$ cat src/smc_pkg.sv
// shared constants and types of the spread modem configuration block
`default_nettype none
package smc_pkg;
	// ----------------------------------------------------------------
	// register addresses
	// ----------------------------------------------------------------
	localparam logic [6:0] ADDR_FIFO       = 7'h00;
	localparam logic [6:0] ADDR_OP_MODE    = 7'h01;
	localparam logic [6:0] ADDR_FIFO_PTR   = 7'h0D;
	localparam logic [6:0] ADDR_MODEM_CFG1 = 7'h1D;
	localparam logic [6:0] ADDR_MODEM_CFG2 = 7'h1E;
	localparam logic [6:0] ADDR_DET_TUNE_A = 7'h31;
	localparam logic [6:0] ADDR_DET_THR_B  = 7'h37;
	// ----------------------------------------------------------------
	// field positions and reset values
	// ----------------------------------------------------------------
	localparam int         OPM_SPREAD_BIT  = 7;
	localparam logic [2:0] MODE_SLEEP      = 3'h0;
	localparam logic [7:0] RST_OP_MODE     = 8'h00;
	localparam logic [3:0] RST_BW_CODE     = 4'h7;
	localparam logic [2:0] RST_CODE_RATE   = 3'h1;
	localparam logic [3:0] RST_SPREAD      = 4'h7;
	localparam logic [7:0] RST_DET_TUNE_A  = 8'h03;
	localparam logic [7:0] RST_DET_THR_B   = 8'h0A;
	localparam logic [3:0] SF_MIN          = 4'h6;
	localparam logic [3:0] SF_MAX          = 4'hC;
	localparam logic [2:0] CR_MIN          = 3'h1;
	localparam logic [2:0] CR_MAX          = 3'h4;
	localparam logic [3:0] BW_MAX          = 4'h9;
	localparam logic [3:0] DATA_BITS       = 4'h4;
	// ----------------------------------------------------------------
	// types
	// ----------------------------------------------------------------
	typedef struct packed {
		logic       wr;
		logic       rd;
		logic [6:0] addr;
		logic [7:0] data;
	} smc_req_t;
	typedef struct packed {
		logic       spread_mode;
		logic [2:0] mode;
		logic [3:0] bw_code;
		logic [2:0] code_rate;
		logic       implicit_hdr;
		logic [3:0] spread_factor;
	} smc_cfg_t;
	// channel bandwidth in hertz per bandwidth code
	function automatic logic [18:0] bw_hz(input logic [3:0] code);
		case (code)
			4'h0:    bw_hz = 19'h01E78;
			4'h1:    bw_hz = 19'h028A0;
			4'h2:    bw_hz = 19'h03CF0;
			4'h3:    bw_hz = 19'h05140;
			4'h4:    bw_hz = 19'h079E0;
			4'h5:    bw_hz = 19'h0A2E4;
			4'h6:    bw_hz = 19'h0F424;
			4'h7:    bw_hz = 19'h1E848;
			4'h8:    bw_hz = 19'h3D090;
			default: bw_hz = 19'h7A120;
		endcase
	endfunction
endpackage
`default_nettype wire

$ cat src/smc_modem_cfg.sv
// spread modem configuration registers, data buffer and derived parameters
// Operation
// modem selection sits in the operating mode register and only changes while in sleep.
// in spread mode the same addresses reach a different register map than in fsk mode.
// the spread modem has its own dual-port data buffer reached over the common spi port.
// the spread factor field takes 6 to 12 and gives 2 to the power n chips per symbol.
// the host sets the same spread factor at both ends of a link.
// with spread factor 6 the host selects implicit header mode.
// with spread factor 6 the host writes 101 into bits 2 to 0 of address 0x31.
// with spread factor 6 the host writes 0x0C to address 0x37.
// the code rate field takes 1 to 4 and codes 4 data bits into 4 plus k bits.
// the code rate can travel in the packet header for per-packet decoding.
// ten channel bandwidths from 7.8 to 500 khz are selectable.
// the programmed bandwidth is the full double sideband channel width.
// the host avoids 250 and 500 khz in the 169 mhz band.
// symbol rate equals bandwidth divided by 2 to the spread factor.
// addresses 0x31 and 0x37 are full 8-bit read-write registers.
`timescale 1ns/1ps
`default_nettype none
module smc_modem_cfg #(
	parameter int FIFO_DEPTH = 64
) (
	input  wire logic        clk_sys,
	input  wire logic        rst,
	input  wire logic        spi_nss_n,
	input  wire logic        spi_sck,
	input  wire logic        spi_mosi,
	output logic             spi_miso,
	input  wire logic        modem_wr,
	input  wire logic [7:0]  modem_addr,
	input  wire logic [7:0]  modem_wdata,
	output logic [7:0]       modem_rdata,
	output smc_pkg::smc_cfg_t cfg,
	output logic [12:0]      chips_per_symbol,
	output logic [3:0]       coded_bits,
	output logic             code_rate_in_header,
	output logic [18:0]      channel_bw_hz,
	output logic [18:0]      symbol_rate_hz,
	output logic [7:0]       detection_tuning_a,
	output logic [7:0]       detection_threshold_b
);
	localparam int AW = $clog2(FIFO_DEPTH);
	// ----------------------------------------------------------------
	// helpers
	// ----------------------------------------------------------------
	// true when a field value lies inside its legal window
	function automatic logic in_window(input logic [3:0] v,
			input logic [3:0] lo, input logic [3:0] hi);
		in_window = (v >= lo) && (v <= hi);
	endfunction
	// ----------------------------------------------------------------
	// spi port
	// ----------------------------------------------------------------
	smc_pkg::smc_req_t req;
	logic [7:0]        rd_data;
	smc_spi_slave u_spi (
		.clk_sys   (clk_sys),
		.rst       (rst),
		.spi_nss_n (spi_nss_n),
		.spi_sck   (spi_sck),
		.spi_mosi  (spi_mosi),
		.spi_miso  (spi_miso),
		.rd_data   (rd_data),
		.req       (req)
	);
	// ----------------------------------------------------------------
	// storage
	// ----------------------------------------------------------------
	logic [7:0] op_mode;
	logic [7:0] fifo_ptr;
	logic [7:0] fsk_regs [0:127];
	logic [7:0] fifo_mem [0:FIFO_DEPTH-1];
	logic [3:0] bw_code;
	logic [2:0] code_rate;
	logic       implicit_hdr;
	logic [3:0] spread_factor;
	// ----------------------------------------------------------------
	// decode
	// ----------------------------------------------------------------
	wire spread   = op_mode[smc_pkg::OPM_SPREAD_BIT];
	wire in_sleep = op_mode[2:0] == smc_pkg::MODE_SLEEP;
	wire wr_opm   = req.wr & (req.addr == smc_pkg::ADDR_OP_MODE);
	wire wr_sp    = req.wr & spread & (req.addr != smc_pkg::ADDR_OP_MODE);
	wire wr_fsk   = req.wr & ~spread & (req.addr != smc_pkg::ADDR_OP_MODE);
	wire wr_fifo  = wr_sp & (req.addr == smc_pkg::ADDR_FIFO);
	wire wr_ptr   = wr_sp & (req.addr == smc_pkg::ADDR_FIFO_PTR);
	wire wr_cfg1  = wr_sp & (req.addr == smc_pkg::ADDR_MODEM_CFG1);
	wire wr_cfg2  = wr_sp & (req.addr == smc_pkg::ADDR_MODEM_CFG2);
	wire wr_tna   = wr_sp & (req.addr == smc_pkg::ADDR_DET_TUNE_A);
	wire wr_thb   = wr_sp & (req.addr == smc_pkg::ADDR_DET_THR_B);
	wire rd_fifo  = req.rd & spread & (req.addr == smc_pkg::ADDR_FIFO);
	wire [3:0] new_bw = req.data[7:4];
	wire [2:0] new_cr = req.data[3:1];
	wire [3:0] new_sf = req.data[7:4];
	wire bw_ok = in_window(new_bw, 4'h0, smc_pkg::BW_MAX);
	wire cr_ok = in_window({1'b0, new_cr}, {1'b0, smc_pkg::CR_MIN},
		{1'b0, smc_pkg::CR_MAX});
	wire sf_ok = in_window(new_sf, smc_pkg::SF_MIN, smc_pkg::SF_MAX);
	wire [AW-1:0] ptr       = fifo_ptr[AW-1:0];
	wire [AW-1:0] modem_idx = modem_addr[AW-1:0];
	wire [7:0]    buf_rd    = fifo_mem[ptr];
	wire [7:0]    modem_rd  = fifo_mem[modem_idx];
	wire [7:0]    fsk_rd    = fsk_regs[req.addr];
	logic [7:0] spread_rd;
	always_comb begin
		case (req.addr)
			smc_pkg::ADDR_FIFO:       spread_rd = buf_rd;
			smc_pkg::ADDR_OP_MODE:    spread_rd = op_mode;
			smc_pkg::ADDR_FIFO_PTR:   spread_rd = fifo_ptr;
			smc_pkg::ADDR_MODEM_CFG1:
				spread_rd = {bw_code, code_rate, implicit_hdr};
			smc_pkg::ADDR_MODEM_CFG2: spread_rd = {spread_factor, 4'h0};
			smc_pkg::ADDR_DET_TUNE_A: spread_rd = detection_tuning_a;
			smc_pkg::ADDR_DET_THR_B:  spread_rd = detection_threshold_b;
			default:                  spread_rd = 8'h00;
		endcase
	end
	assign rd_data = (req.addr == smc_pkg::ADDR_OP_MODE) ? op_mode :
		spread ? spread_rd : fsk_rd;
	// ----------------------------------------------------------------
	// mode register
	// ----------------------------------------------------------------
	always_ff @(posedge clk_sys) begin
		if (rst) begin
			op_mode <= smc_pkg::RST_OP_MODE;
		end else if (wr_opm) begin
			op_mode[6:0] <= req.data[6:0];
			if (in_sleep) begin
				op_mode[7] <= req.data[7];
			end
		end
	end
	always_ff @(posedge clk_sys) begin
		if (wr_fsk) begin
			fsk_regs[req.addr] <= req.data;
		end
	end
	// ----------------------------------------------------------------
	// spread modem registers
	// ----------------------------------------------------------------
	always_ff @(posedge clk_sys) begin
		if (rst) begin
			bw_code               <= smc_pkg::RST_BW_CODE;
			code_rate             <= smc_pkg::RST_CODE_RATE;
			implicit_hdr          <= 1'b0;
			spread_factor         <= smc_pkg::RST_SPREAD;
			detection_tuning_a    <= smc_pkg::RST_DET_TUNE_A;
			detection_threshold_b <= smc_pkg::RST_DET_THR_B;
		end else begin
			if (wr_cfg1) begin
				implicit_hdr <= req.data[0];
				if (bw_ok) begin
					bw_code <= new_bw;
				end
				if (cr_ok) begin
					code_rate <= new_cr;
				end
			end
			if (wr_cfg2 && sf_ok) begin
				spread_factor <= new_sf;
			end
			if (wr_tna) begin
				detection_tuning_a <= req.data;
			end
			if (wr_thb) begin
				detection_threshold_b <= req.data;
			end
		end
	end
	// ----------------------------------------------------------------
	// data buffer
	// ----------------------------------------------------------------
	always_ff @(posedge clk_sys) begin
		if (rst) begin
			fifo_ptr <= 8'h00;
		end else if (wr_ptr) begin
			fifo_ptr <= req.data;
		end else if (wr_fifo || rd_fifo) begin
			fifo_ptr <= fifo_ptr + 8'h01;
		end
	end
	always_ff @(posedge clk_sys) begin
		if (wr_fifo) begin
			fifo_mem[ptr] <= req.data;
		end else if (modem_wr) begin
			fifo_mem[modem_idx] <= modem_wdata;
		end
	end
	always_ff @(posedge clk_sys) begin
		if (rst) begin
			modem_rdata <= 8'h00;
		end else begin
			modem_rdata <= modem_rd;
		end
	end
	// ----------------------------------------------------------------
	// derived link parameters
	// ----------------------------------------------------------------
	wire [18:0] bw_now = smc_pkg::bw_hz(bw_code);
	always_ff @(posedge clk_sys) begin
		if (rst) begin
			cfg                 <= '0;
			chips_per_symbol    <= 13'h0000;
			coded_bits          <= 4'h0;
			code_rate_in_header <= 1'b0;
			channel_bw_hz       <= 19'h00000;
			symbol_rate_hz      <= 19'h00000;
		end else begin
			cfg.spread_mode   <= spread;
			cfg.mode          <= op_mode[2:0];
			cfg.bw_code       <= bw_code;
			cfg.code_rate     <= code_rate;
			cfg.implicit_hdr  <= implicit_hdr;
			cfg.spread_factor <= spread_factor;
			chips_per_symbol  <= 13'h0001 << spread_factor;
			coded_bits        <= smc_pkg::DATA_BITS + {1'b0, code_rate};
			code_rate_in_header <= ~implicit_hdr;
			channel_bw_hz     <= bw_now;
			symbol_rate_hz    <= bw_now >> spread_factor;
		end
	end
endmodule // smc_modem_cfg
`default_nettype wire

$ cat src/smc_spi_slave.sv
// spi register port slave with pin synchronisers
`timescale 1ns/1ps
`default_nettype none
module smc_spi_slave (
	input  wire logic             clk_sys,
	input  wire logic             rst,
	input  wire logic             spi_nss_n,
	input  wire logic             spi_sck,
	input  wire logic             spi_mosi,
	output logic                  spi_miso,
	input  wire logic [7:0]       rd_data,
	output smc_pkg::smc_req_t     req
);
	// ----------------------------------------------------------------
	// synchronisers
	// ----------------------------------------------------------------
	logic [2:0] sync_a;
	logic [2:0] sync_b;
	logic       sck_d;
	always_ff @(posedge clk_sys) begin
		sync_a <= {spi_mosi, spi_sck, spi_nss_n};
		sync_b <= sync_a;
		sck_d  <= sync_b[1];
	end
	wire nss_n    = sync_b[0];
	wire sck_rise = sync_b[1] & ~sck_d & ~nss_n;
	wire sck_fall = ~sync_b[1] & sck_d & ~nss_n;
	// ----------------------------------------------------------------
	// byte framing
	// ----------------------------------------------------------------
	logic [2:0] bit_cnt;
	logic [7:0] rx;
	logic [7:0] tx;
	logic       have_addr;
	logic       write_acc;
	logic [6:0] addr;
	wire  [7:0] rx_byte  = {rx[6:0], sync_b[2]};
	wire        byte_end = sck_rise & (bit_cnt == 3'h7);
	wire        load_tx  = sck_fall & have_addr & (bit_cnt == 3'h0);
	wire        burst_inc = addr != smc_pkg::ADDR_FIFO;
	always_ff @(posedge clk_sys) begin
		if (rst | nss_n) begin
			bit_cnt   <= 3'h0;
			have_addr <= 1'b0;
			write_acc <= 1'b0;
			addr      <= 7'h00;
		end else if (sck_rise) begin
			bit_cnt <= bit_cnt + 3'h1;
			rx      <= rx_byte;
			if (byte_end && !have_addr) begin
				have_addr <= 1'b1;
				write_acc <= rx_byte[7];
				addr      <= rx_byte[6:0];
			end else if (byte_end && burst_inc) begin
				addr <= addr + 7'h01;
			end
		end
	end
	always_ff @(posedge clk_sys) begin
		if (rst) begin
			req      <= '0;
			tx       <= 8'h00;
			spi_miso <= 1'b0;
		end else begin
			req.wr   <= byte_end & have_addr & write_acc;
			req.rd   <= load_tx & ~write_acc;
			req.addr <= addr;
			req.data <= rx_byte;
			if (load_tx) begin
				tx       <= {rd_data[6:0], 1'b0};
				spi_miso <= rd_data[7];
			end else if (sck_fall) begin
				tx       <= {tx[6:0], 1'b0};
				spi_miso <= tx[7];
			end
		end
	end
endmodule // smc_spi_slave
`default_nettype wire

$ cat config.mk
export PLATFORM = sky130hd
export DESIGN_NAME = smc_modem_cfg
export DESIGN_NICKNAME = d
export VERILOG_FILES = /design/src/smc_pkg.sv /design/src/smc_modem_cfg.sv /design/src/smc_spi_slave.sv
export SDC_FILE = /design/constraint.sdc
export NUM_CORES = 2
export LEC_CHECK = 0
export BUFFER_PORTS_ARGS = -buffer_cell sky130_fd_sc_hd__buf_2
export CELL_PAD_IN_SITES_DETAIL_PLACEMENT = 1
export CELL_PAD_IN_SITES_GLOBAL_PLACEMENT = 1
export CORE_ASPECT_RATIO = 0.9
export CORE_MARGIN = 4
export CORE_UTILIZATION = 45
export DETAILED_ROUTE_END_ITERATION = 12
export PLACE_DENSITY_LB_ADDON = 0.1
export SYNTH_ARGS = -nofsm -noshare
export SYNTH_HDL_FRONTEND = slang
export SYNTH_SLANG_ARGS = --single-unit
$ cat constraint.sdc
create_clock -name clk_sys -period 5.2 [get_ports clk_sys]
set_input_delay 0.52 -clock clk_sys [delete_from_list [all_inputs] [get_ports clk_sys]]
set_output_delay 0.52 -clock clk_sys [all_outputs]
set_load 0.01 [all_outputs]
==> impl_metrics.json <==
{
  "routed_wl_um": 225800,
  "cp_slowest_cell": "dfxtp_4",
  "die-area_sq_um": 166100,
  "timing_hold_violations_final": 0,
  "p_int_w": 0.02288,
  "maxSlewViolCount": 0,
  "ir_drop_mv": 0.2729,
  "cp-end-kind": "flip-flop",
  "wl_met3_um": 18850,
  "critPathBufInv": 1,
  "clock_latency_ps": 840,
  "rrSetupSlack_ps": 1020,
  "num_rows": 138,
  "yosysTopAreaCellShare": 0.6445,
  "num_vias": 41698,
  "async_reset_ff_frac": 0,
  "synth_seq_cells": 1728,
  "wl_met2_um": 102100,
  "hpwl_um": 147200,
  "coreArea_sq_um": 158000,
  "leakagePower_nw": 25.77,
  "ios": 119,
  "grtUsageTotal": 0.2707,
  "synth_cells": 4084,
  "max_slew_margin": 0.1939,
  "top_layer_used": "met5",
  "worst_pin_slew_ps": 1196,
  "gp_congestion": 0.8722,
  "reg2reg_depth": 7,
  "path_max_fanout": 30,
  "crit_type": "flip-flop to flip-flop",
  "min_path_cells": 2,
  "viasPerCell": 6.326,
  "crit-reg2reg-capture": "fifo_mem[35][4]",
  "yosys_warnings": 0,
  "syn_to_final_growth_pct": 13.68,
  "drt_pass1_iterations": 5,
  "power.density_nw_per_um2": 353.7,
  "critical_path.most_common_cell": "nor2_1",
  "die_width_um": 429.2,
  "cts_made_buffers": 179,
  "overflow": 0,
  "drt-met1-wl_um": 99460,
  "drc": 0,
  "path_clk_slew_ps": 60,
  "setup_tns_ps": 0,
  "drtAntennaViolNets": 0,
  "ys_types": 86,
  "cpPeakStageDelay_ps": 700,
  "multi_input_area_sq_um": 20420,
  "n_fill_cell": 14458,
  "finalCritPeriodShare": 0.8044,
  "drt-initial-drc-count": 4815,
  "numClockSinks": 1728,
  "final_layout_size_suffix_gt1_frac": 0.2612,
  "hold_start": "rst",
  "critPathTopFamily": "simple AND/OR/NAND/NOR gates",
  "ys_seq_area_frac": 0.6963,
  "htree_levels": 4,
  "outcome": "finished, final reports clean",
  "antenna_found_initial": 12,
  "ys_top_cells_by_area": "edfxtp_1 64%, mux4_2 14%, dfxtp_1 5.2%",
  "seq_power_share": 0.525,
  "hold-path-endpoint": "detection_tuning_a[2]",
  "crit_required_ps": 5710,
  "pwr-share-comb": 0.023,
  "post_cts_buffers": 0,
  "nNetsFinal": 4379,
  "layout_commonest_cell": "edfxtp_1",
  "layout_min_cycle_time_ps": 4183,
  "cts_resized": 0,
  "cts_root_buf": "clkbuf_16",
  "place.port_buffers": 114,
  "grt_pass1_vias": 42640,
  "rsz0062_at_grt": "false",
  "maxCapViolCount": 0,
  "post-route-util": 0.5170,
  "fmax_mhz": 239.1,
  "cts_hold_buffers": 3,
  "grt_pass1_wl_um": 323600,
  "die_h_um": 387.1,
  "skew_ps": 51.24,
  "clockPowerShare": 0.453,
  "synth_flop_cell": "edfxtp_1",
  "start_util": 0.4548,
  "cp_cell_sequence": "or3b_1, o211ai_4, nor2_1, o21ai_0, nand2_1, nor2_1, buf_4",
  "r2r-start": "u_spi.req[8]",
  "register_area_sq_um": 50080,
  "tritoncts": "built",
  "start_kind": "flip-flop",
  "clockBufferDepth": 3,
  "wl_per_cell_um": 34.25,
  "netlist_area_sq_um": 71850,
  "final_cell_mix": "1542 x edfxtp_1, 459 x mux4_2, 345 x nor2_1, 220 x buf_4, 199 x nand2_1",
  "p_sw_frac": 0.2079,
  "cp_data_arrival_time_ps": 4690,
  "synth_edf_count": 1542,
  "grt_max_degree": 98,
  "hold_path_class": "input port to flip-flop",
  "setup_violations": 0,
  "switchingPower_w": 0.006004,
  "synth_top_cell_by_area": "edfxtp_1",
  "avgSynthCellArea_sq_um": 17.59
}
[power groups by stage]
| stage | sequential [W] | combinational, W | clock [W] |
|---|---|---|---|
| after detailed placement | 0.0155 | 0.000651 | 0 |
| after floorplan | 0.0155 | 0.000328 | 0 |
| final | 0.0152 | 0.000650 | 0.0131 |
| after global routing | 0.0152 | 0.000688 | 0.0139 |
| after global placement | 0.0155 | 0.000642 | 0 |
| after CTS | 0.0152 | 0.000655 | 0.0133 |
[worst max-delay path by stage]
stage	start	end	slack, ps	depth (start not counted)
floorplan	u_spi.req[7]	bw_now[5]	1450	9
global placement	u_spi.req[8]	u_spi.tx[7]	1140	8
detailed placement	u_spi.req[8]	fifo_mem[35][4]	1110	7
CTS	u_spi.req[12]	fsk_regs[26][5]	1080	8
global route	u_spi.req[8]	fifo_mem[35][4]	840	7
finish	u_spi.req[8]	fifo_mem[35][4]	1020	7
[Yosys cell counts, types with 15 or more instances]
cell type / instances
a21oi_1: 103
inv_1: 22
nand2b_1: 15
o22ai_1: 33
a22oi_1: 50
buf_4: 37
nor2_1: 348
clkbuf_1: 121
a221oi_1: 87
nand3_1: 52
a211oi_1: 40
buf_1: 24
nor2b_1: 73
edfxtp_1: 1542
o221ai_1: 26
nand2_1: 200
mux4_2: 459
and2_1: 17
o21ai_0: 78
mux2_2: 57
dfxtp_1: 186
mux2i_1: 161
nor3_1: 25
buf_2: 84
[layer usage]
layer / up-vias / GRT usage
li1: 17140 / -
met1: 22374 / 0.4108
met2: 1890 / 0.4065
met3: 292 / 0.05159
met4: 2 / 0.06588
met5: - / 0
[registers in the layout, indices dropped and copies added, names as in the netlist, 7 cells and up, named ones only]
register	count
modem_rdata	8
bw_now	17
chips_per_symbol	13
symbol_rate_hz	19
fifo_ptr	8
detection_tuning_a	8
u_spi.req	17
u_spi.tx	7
fifo_mem	512
op_mode	8
channel_bw_hz	17
u_spi.addr	7
fsk_regs	1023
detection_threshold_b	8
cfg	16
u_spi.rx	7
[metrics by stage]
| step | setup WS, ps | power [W] | instance area (sq um) | instances | hold slack, ps |
|---|---|---|---|---|---|
| after floorplan | 1451 | 0.01581 | 71880 | 4092 | 309.6 |
| after global placement | 1140 | 0.01610 | 75720 | 6260 | 317.6 |
| after detailed placement | 1115 | 0.01611 | 75720 | 6260 | 314.4 |
| after CTS | 1084 | 0.02910 | 81670 | 6590 | 29.33 |
| after global routing | 838.2 | 0.02974 | 81670 | 6591 | 71.09 |
| final | 1017 | 0.02888 | 81670 | 6592 | 77.88 |
[layout make-up]
type	count	share of cell area
diodes	2	0.00006128
clock buffers	221	0.05766
clock inverters	106	0.01483
inverters	25	0.001164
multi-input cells	2061	0.2500
flip-flops and latches	1728	0.6132
well taps	2100	0.03217
repair buffers	349	0.03088
[cells by family (layout without fill, tap and decap cells)]
logic type,count (synthesis),in the layout,synth area share
buf+inv,303,701,0.02048
compound gates,545,545,0.05355
mux,678,678,0.1754
xor+xnor,1,1,0.0001219
other cells,1,11,0.00005219
simple gates,815,815,0.05183
fa+ha+maj,13,13,0.002264
flops,1728,1728,0.6963
Power figures use the tool's default switching activity.
